## config.mk

```make
export PLATFORM = sky130hd
export DESIGN_NAME = lcdirq_top
export DESIGN_NICKNAME = d
export VERILOG_FILES = /design/src/pkg/lcdirq_pkg.sv /design/src/core/lcdirq_top.sv
export VERILOG_INCLUDE_DIRS = /design/src /design/src/pkg
export SDC_FILE = /design/constraint.sdc
export NUM_CORES = 1
export LEC_CHECK = 0
export BUFFER_PORTS_ARGS = -buffer_cell sky130_fd_sc_hd__buf_2
export CORE_ASPECT_RATIO = 1.2
export CORE_MARGIN = 10
export CORE_UTILIZATION = 40
export CTS_CLUSTER_DIAMETER = 120
export DETAILED_ROUTE_END_ITERATION = 7
export PLACE_DENSITY_LB_ADDON = 0.2
export SYNTH_ARGS = -nofsm -noshare
export SYNTH_HDL_FRONTEND = slang
export SYNTH_SLANG_ARGS = --single-unit
export TNS_END_PERCENT = 50
```

## constraint.sdc

```tcl
create_clock -name pclk -period 3.5 [get_ports pclk]
set_input_delay 0.35 -clock pclk [delete_from_list [all_inputs] [get_ports pclk]]
set_output_delay 0.35 -clock pclk [all_outputs]
set_load 0.01 [all_outputs]
```

## src/pkg/lcdirq_cfg.svh

```systemverilog
// register map, field positions and reset values of the lcd irq block
`ifndef LCDIRQ_CFG_SVH
`define LCDIRQ_CFG_SVH
`define LCDIRQ_ADDR_W 12
`define LCDIRQ_OFF_CTRL 12'h000
`define LCDIRQ_OFF_STAT 12'h004
`define LCDIRQ_OFF_CLR 12'h008
`define LCDIRQ_OFF_IEN 12'h00C
`define LCDIRQ_OFF_STATE 12'h010
`define LCDIRQ_CTRL_EN 0
`define LCDIRQ_CTRL_DDM 1
`define LCDIRQ_CTRL_BASE_MASK 2
`define LCDIRQ_CTRL_ERR_MASK 3
`define LCDIRQ_CTRL_MODE_LO 4
`define LCDIRQ_CTRL_RST 6'h00
`define LCDIRQ_ST_DD 0
`define LCDIRQ_ST_BASE 1
`define LCDIRQ_ST_ERR_LO 2
`define LCDIRQ_ST_W 11
`define LCDIRQ_IEN_RST 11'h7FF
`define LCDIRQ_MODE_MONO_DUAL 2'h0
`define LCDIRQ_MODE_COLOR_SINGLE 2'h1
`define LCDIRQ_MODE_COLOR_DUAL 2'h2
`define LCDIRQ_MONO_LAST 3'h3
`define LCDIRQ_COLOR_LAST 3'h7
`endif

```

## src/pkg/lcdirq_pkg.sv

```systemverilog
// types of the lcd irq block
package lcdirq_pkg;
    typedef enum logic [1:0] {
        LCDIRQ_IDLE,
        LCDIRQ_RUN,
        LCDIRQ_DRAIN
    } lcdirq_state_e;
    typedef logic [10:0] lcdirq_stat_t;
endpackage

```

## src/core/lcdirq_top.sv

```systemverilog
// lcd interrupt gating, disable sequencing and passive pixel-to-pin ordering
//
// Contract
// - disable-done flag sets only after disable and current frame completes
// - disable-done mask clear: set disable-done flag raises request
// - disable-done mask set: disable-done flag gives no request
// - disable-done mask never changes the flag or its set/clear
// - frame start with base pointer copy sets base-update flag
// - base-update mask clear: set base-update flag raises request
// - base-update mask set: base-update flag gives no request
// - base-update mask never changes the flag or its set/clear
// - error group: bus error plus eight fifo overrun/underrun flags
// - error mask clear: any set error flag raises request
// - error mask set: all nine error flags give no request
// - error mask never changes error flags or their set/clear
// - mono dual: upper on pins 0-3, lower on 4-7, ascending
// - colour single: components on pins 7 down to 0, wrapping
// - colour dual: upper on pins 7-0, lower on gpio 7-0
// - enable cleared: finish current frame, then stop and set disable-done on the same edge
`timescale 1ns/1ns
`include "lcdirq_cfg.svh"

module lcdirq_top
    import lcdirq_pkg::*;
(
    input wire logic pclk,
    input wire logic presetn,
    input wire logic psel,
    input wire logic penable,
    input wire logic pwrite,
    input wire logic [11:0] paddr,
    input wire logic [31:0] pwdata,
    output logic [31:0] prdata,
    output logic pready,
    output logic pslverr,
    input wire logic frame_start,
    input wire logic frame_end,
    input wire logic [8:0] err_evt,
    input wire logic comp_valid,
    input wire logic comp_upper,
    input wire logic comp_lower,
    output logic ctrl_active,
    output logic [7:0] panel_data_pins,
    output logic [7:0] gpio_data_pins,
    output logic pins_strobe,
    output logic irq
);

    // ----------------------------------------
    // bus decode
    // ----------------------------------------
    wire setup = psel && !penable;
    wire access = psel && penable;
    wire hit_ctrl = (paddr == `LCDIRQ_OFF_CTRL);
    wire hit_stat = (paddr == `LCDIRQ_OFF_STAT);
    wire hit_clr = (paddr == `LCDIRQ_OFF_CLR);
    wire hit_ien = (paddr == `LCDIRQ_OFF_IEN);
    wire hit_state = (paddr == `LCDIRQ_OFF_STATE);
    wire mapped = hit_ctrl || hit_stat || hit_clr || hit_ien || hit_state;
    wire wr = access && pwrite && mapped;
    wire wr_ctrl = wr && hit_ctrl;
    wire wr_clr = wr && hit_clr;
    wire wr_ien = wr && hit_ien;

    assign pready = 1'b1;
    assign pslverr = access && !mapped;

    // ----------------------------------------
    // registers
    // ----------------------------------------
    logic [5:0] ctrl_q;
    logic [10:0] ien_q;
    lcdirq_stat_t stat_q;
    lcdirq_stat_t stat_d;
    lcdirq_state_e state_q;
    lcdirq_state_e state_d;
    logic [31:0] prdata_q;

    wire en_bit = ctrl_q[`LCDIRQ_CTRL_EN];
    wire disable_done_mask = ctrl_q[`LCDIRQ_CTRL_DDM];
    wire base_update_mask = ctrl_q[`LCDIRQ_CTRL_BASE_MASK];
    wire error_irq_mask = ctrl_q[`LCDIRQ_CTRL_ERR_MASK];
    wire [1:0] mode = ctrl_q[`LCDIRQ_CTRL_MODE_LO +: 2];

    always_ff @(posedge pclk or negedge presetn) begin
        if (!presetn) begin
            ctrl_q <= `LCDIRQ_CTRL_RST;
        end else if (wr_ctrl) begin
            ctrl_q <= pwdata[5:0];
        end
    end

    always_ff @(posedge pclk or negedge presetn) begin
        if (!presetn) begin
            ien_q <= `LCDIRQ_IEN_RST;
        end else if (wr_ien) begin
            ien_q <= pwdata[10:0];
        end
    end

    // ----------------------------------------
    // enable and disable sequencing
    // ----------------------------------------
    wire drain_done = (state_q == LCDIRQ_DRAIN) && frame_end;

    always_comb begin
        state_d = state_q;
        unique case (state_q)
            LCDIRQ_IDLE: begin
                if (en_bit) begin
                    state_d = LCDIRQ_RUN;
                end
            end
            LCDIRQ_RUN: begin
                if (!en_bit) begin
                    state_d = LCDIRQ_DRAIN;
                end
            end
            LCDIRQ_DRAIN: begin
                if (frame_end) begin
                    state_d = LCDIRQ_IDLE;
                end
            end
            default: begin
                state_d = LCDIRQ_IDLE;
            end
        endcase
    end

    always_ff @(posedge pclk or negedge presetn) begin
        if (!presetn) begin
            state_q <= LCDIRQ_IDLE;
        end else begin
            state_q <= state_d;
        end
    end

    assign ctrl_active = (state_q != LCDIRQ_IDLE);

    // ----------------------------------------
    // sticky status, set wins over clear
    // ----------------------------------------
    lcdirq_stat_t set_evt;
    assign set_evt[`LCDIRQ_ST_DD] = drain_done;
    assign set_evt[`LCDIRQ_ST_BASE] = frame_start && ctrl_active;
    assign set_evt[10:2] = err_evt;

    wire [10:0] clr_bits = wr_clr ? pwdata[10:0] : 11'h000;
    assign stat_d = (stat_q & ~clr_bits) | set_evt;

    always_ff @(posedge pclk or negedge presetn) begin
        if (!presetn) begin
            stat_q <= 11'h000;
        end else begin
            stat_q <= stat_d;
        end
    end

    // ----------------------------------------
    // request gating
    // ----------------------------------------
    wire [10:0] grp_open = {{9{!error_irq_mask}}, !base_update_mask, !disable_done_mask};
    wire [10:0] pend = stat_q & ien_q & grp_open;
    wire dd_req = pend[0];
    wire base_req = pend[1];
    wire err_req = |pend[10:2];
    assign irq = dd_req || base_req || err_req;

    // ----------------------------------------
    // read data
    // ----------------------------------------
    wire [31:0] rd_mux =
        hit_ctrl ? {26'h0, ctrl_q} :
        hit_stat ? {21'h0, stat_q} :
        hit_ien ? {21'h0, ien_q} :
        hit_state ? {30'h0, state_q} : 32'h0;

    always_ff @(posedge pclk or negedge presetn) begin
        if (!presetn) begin
            prdata_q <= 32'h0;
        end else if (setup) begin
            prdata_q <= pwrite ? 32'h0 : rd_mux;
        end
    end

    assign prdata = prdata_q;

    // ----------------------------------------
    // pixel-to-pin ordering
    // ----------------------------------------
    logic [2:0] pos_q;
    logic [7:0] sh_pins_q;
    logic [7:0] sh_gpio_q;
    logic [7:0] pins_q;
    logic [7:0] gpio_q;
    logic strobe_q;

    // pin index for a component position
    function automatic logic [2:0] pin_idx(input logic [2:0] p, input logic up, input logic mono);
        logic [2:0] r;
        r = mono ? (up ? p : p + 3'h4) : 3'h7 - p;
        return r;
    endfunction

    wire is_mono = (mode == `LCDIRQ_MODE_MONO_DUAL);
    wire is_dual = (mode != `LCDIRQ_MODE_COLOR_SINGLE);
    wire take = comp_valid && ctrl_active;
    wire [2:0] last = is_mono ? `LCDIRQ_MONO_LAST : `LCDIRQ_COLOR_LAST;
    wire word_done = take && (pos_q == last);
    wire [2:0] up_at = pin_idx(pos_q, 1'b1, is_mono);
    wire [2:0] lo_at = pin_idx(pos_q, 1'b0, is_mono);

    logic [7:0] pins_n;
    logic [7:0] gpio_n;
    always_comb begin
        pins_n = sh_pins_q;
        gpio_n = sh_gpio_q;
        pins_n[up_at] = comp_upper;
        if (is_mono) begin
            pins_n[lo_at] = comp_lower;
        end else if (is_dual) begin
            gpio_n[lo_at] = comp_lower;
        end
    end

    always_ff @(posedge pclk or negedge presetn) begin
        if (!presetn) begin
            pos_q <= 3'h0;
        end else if (!ctrl_active || word_done) begin
            pos_q <= 3'h0;
        end else if (take) begin
            pos_q <= pos_q + 3'h1;
        end
    end

    always_ff @(posedge pclk or negedge presetn) begin
        if (!presetn) begin
            sh_pins_q <= 8'h00;
            sh_gpio_q <= 8'h00;
        end else if (take) begin
            sh_pins_q <= pins_n;
            sh_gpio_q <= gpio_n;
        end
    end

    always_ff @(posedge pclk or negedge presetn) begin
        if (!presetn) begin
            pins_q <= 8'h00;
            gpio_q <= 8'h00;
        end else if (word_done) begin
            pins_q <= pins_n;
            gpio_q <= gpio_n;
        end
    end

    always_ff @(posedge pclk or negedge presetn) begin
        if (!presetn) begin
            strobe_q <= 1'b0;
        end else begin
            strobe_q <= word_done;
        end
    end

    assign panel_data_pins = pins_q;
    assign gpio_data_pins = gpio_q;
    assign pins_strobe = strobe_q;
endmodule

```

==> flow_summary.ini <==
[placement]
hpwl_um = 7880
dp.cells = 618
numPortBuffers = 72
gp_congestion = 0.836

[sta]
finClkSkew_ns = 0.00989
max_slew_margin = 0.354
worst_pin_slew_ns = 0.969
rsz0062_at_grt = no
hold_slack_ns = 0.161
tns_ns = 0
report.final.slew_viol_count = 0
fin_crit_ns = 2.57
timing.final.hold_violations = 0
fin_crit_sh = 0.734
fmax_mhz = 389
setup_viol_count_final = 0

[cts]
cts_tree = built
cts.reportedPaths.clkPinSlew_ns = 0.06
htreeDepth = 3
cts_hold_buf = 0
cts_resized = 0
ctsRootBufferMaster = clkbuf_16
numCtsBuffers = 9
cts.sinks = 77
post_cts_buffers = 0
worstSkewPairLatency_ns = 0.33
clockBufferDepth = 2

[final_layout]
instances_no_fill = 633
antenna_cells = 0
nNetsFinal = 566
drive_gt1_frac = 0.272
areaGrowthSynthToFinish_pct = 13.9

[critical_path]
worstPathRequired_ns = 3.69
worstPathMaxFanout = 16
crit_family = simple AND/OR/NAND/NOR gates
cpMaxStageDelayCell = ha_1
endpoint_kind = flop
crit_buf_inv = 1
slowest_delay_ns = 0.63
crit_type = reg -> reg
start_kind = flop
worstPathArrival_ns = 2.76
crit_path_cell_trace = or2_1 -> ha_1 -> nand3_1 -> inv_1 -> nand4_1 -> o22ai_1 -> a31oi_1

[route]
wl_met3_um = 613
vias = 3460
drt-met1-wl_um = 4710
dr_wl_met2_um = 5390
remaining_drc_errors = 0
drt_iter0_drc = 167
ant_nets = 0
drt-total-wl_um = 10800
wl_per_cell_um = 17.1
dr.pass1.iters = 4
top_layer_used = met4
vias_per_cell = 5.47

[die]
ios = 116
rows = 41
die_y_um = 134
start_util = 0.409
fp.dieArea_um2 = 15400
core_area_um2 = 10600
die_w_um = 115

[logic_synthesis]
yosys.cell_types.count = 54
syn-instance-count = 445
synthArstFlopShare = 1.00
yosysSeqAreaShare = 0.449
ys_seq_elements = 77
ys.flop_type = dfrtp_1
synth_edf_count = 0
yosysWarningCount = 0
syn_area_um2 = 4320
avgSynthCellArea_um2 = 9.72

[pwr]
powerDensity_nw_per_um2 = 416
p_total_mw = 2.05
worst_ir_drop_vdd_uv = 211
cellLeakagePower_nw = 2.29

[global_route]
grt_max_degree = 78
gr-usage-all-layers = 0.138
antenna_found_initial = 0
grt_pass1_vias = 3484
overflow = 0
grt_pass1_wl_um = 17500

[job]
max_cap_viol_count = 0

[hold_path]
min_path_type = in -> async

[outcome]
run_status = complete, no violations
[cell families after synthesis]
kind of cell               after synthesis  synth area share
and+or+nand+nor                        151             0.186
DFF                                     77             0.449
muxes                                   45             0.112
buffers and inverters                   59            0.0836
AOI/OAI and AO/OA                      108             0.159
adders and majority gates                3           0.00868
other                                    2           0.00174
[Yosys cell counts (10+ instances only)]
| cell type | n | area share |
|---|---|---|
| buf_4 | 23 | 0.040 |
| clkbuf_1 | 12 | 0.010 |
| dfstp_2 | 11 | 0.067 |
| a21oi_1 | 19 | 0.022 |
| o31ai_1 | 10 | 0.017 |
| nand2_1 | 36 | 0.031 |
| o21ai_0 | 30 | 0.035 |
| nor2_1 | 26 | 0.023 |
| mux2_2 | 26 | 0.068 |
| dfrtp_1 | 66 | 0.38 |
| nand3_1 | 29 | 0.034 |
| nand2b_1 | 18 | 0.026 |
| mux2i_1 | 19 | 0.044 |
[worst paths after layout]
| kind | startpoint | endpoint | slack (ns) | cells past startpoint |
|---|---|---|---|---|
| setup / recovery | ctrl_q[5] | panel_data_pins[7] | 0.93 | 7 |
| hold / removal | presetn | pins_strobe | 0.16 | 1 |
| setup reg to reg | ctrl_q[5] | panel_data_pins[7] | 0.93 | 7 |
| hold reg to reg | gpio_data_pins[3] | gpio_data_pins[3] | 0.47 | 2 |
| max in group asynchronous | presetn | stat_q[0] | 2.70 | 1 |
| min in group pclk | err_evt[8] | stat_q[10] | 0.20 | 2 |
[power by group]
group | switching (mW) | internal (mW) | total [mW] | leakage [nW]
combinational | 0.0857 | 0.0435 | 0.129 | 1.17
clock | 0.363 | 0.639 | 1.00 | 0.152
sequential | 0.00947 | 0.906 | 0.916 | 0.967
total | 0.458 | 1.59 | 2.05 | 2.29
[layout make-up]
| cell class | count | area [µm²] |
|---|---|---|
| well taps | 129 | 161 |
| multi-input cells | 329 | 2100 |
| repair buffers | 74 | 378 |
| clock buffers | 11 | 243 |
| inverters | 9 | 33.8 |
| flip-flops and latches | 77 | 1940 |
| clock inverters | 4 | 72.6 |
| fillers | 1027 | 5640 |
[flip-flops by register name (all words and copies together) (netlist names)]
signal / flops
sh_pins_q: 8
pos_q: 3
stat_q: 11
sh_gpio_q: 8
panel_data_pins: 8
gpio_data_pins: 8
prdata: 11
ctrl_q: 6
pins_strobe: 1
ien_q: 11
state_q: 2
[worst reg2reg max path: cells and delay by family (launching register included)]
kind	cells	cell delay (ns)
adders and majority gates	1	0.63
AOI/OAI and AO/OA	2	0.21
and+or+nand+nor	3	0.71
DFF	1	0.50
buffers and inverters	1	0.38
[metal layers]
| layer | up-vias | global-route usage |
|---|---|---|
| met2 | 95 | 0.228 |
| met5 | - | 0 |
| met3 | 10 | 0.0326 |
| met4 | 0 | 0.0455 |
| li1 | 1683 | - |
| met1 | 1672 | 0.170 |
[stage by stage]
stage | area [µm²] | setup WS [ns] | utilization
6_report | 4930 | 0.933 | 0.466
4_1_cts | 4930 | 0.934 | 0.466
2_1_floorplan | 4400 | 1.35 | -
3_3_place_gp | 4610 | 0.983 | 0.436
5_1_grt | 4930 | 0.678 | 0.466
3_5_place_dp | 4610 | 0.933 | 0.436
[cell usage in the layout, fill, tap and decap left out, drive strengths merged, types with 3 or more instances in the layout]
cell type / synthesis / final
nand3: 29 / 29
dfrtp: 66 / 66
buf: 37 / 74
o31ai: 10 / 10
dfstp: 11 / 11
nor4: 5 / 5
nand2b: 18 / 18
a31oi: 6 / 6
mux2: 26 / 26
nor3: 5 / 5
inv: 9 / 9
a222oi: 3 / 3
o21ai: 36 / 36
nor2b: 7 / 7
a311oi: 6 / 6
nand2: 36 / 36
conb: 2 / 22
nand3b: 5 / 5
o32ai: 3 / 3
o41ai: 3 / 3
mux2i: 19 / 19
a21oi: 19 / 19
nand4: 6 / 6
o22ai: 9 / 9
ha: 3 / 3
clkbuf: 13 / 11
nor2: 27 / 27
o211ai: 3 / 3
No activity file was read; power rests on OpenSTA's default activity.
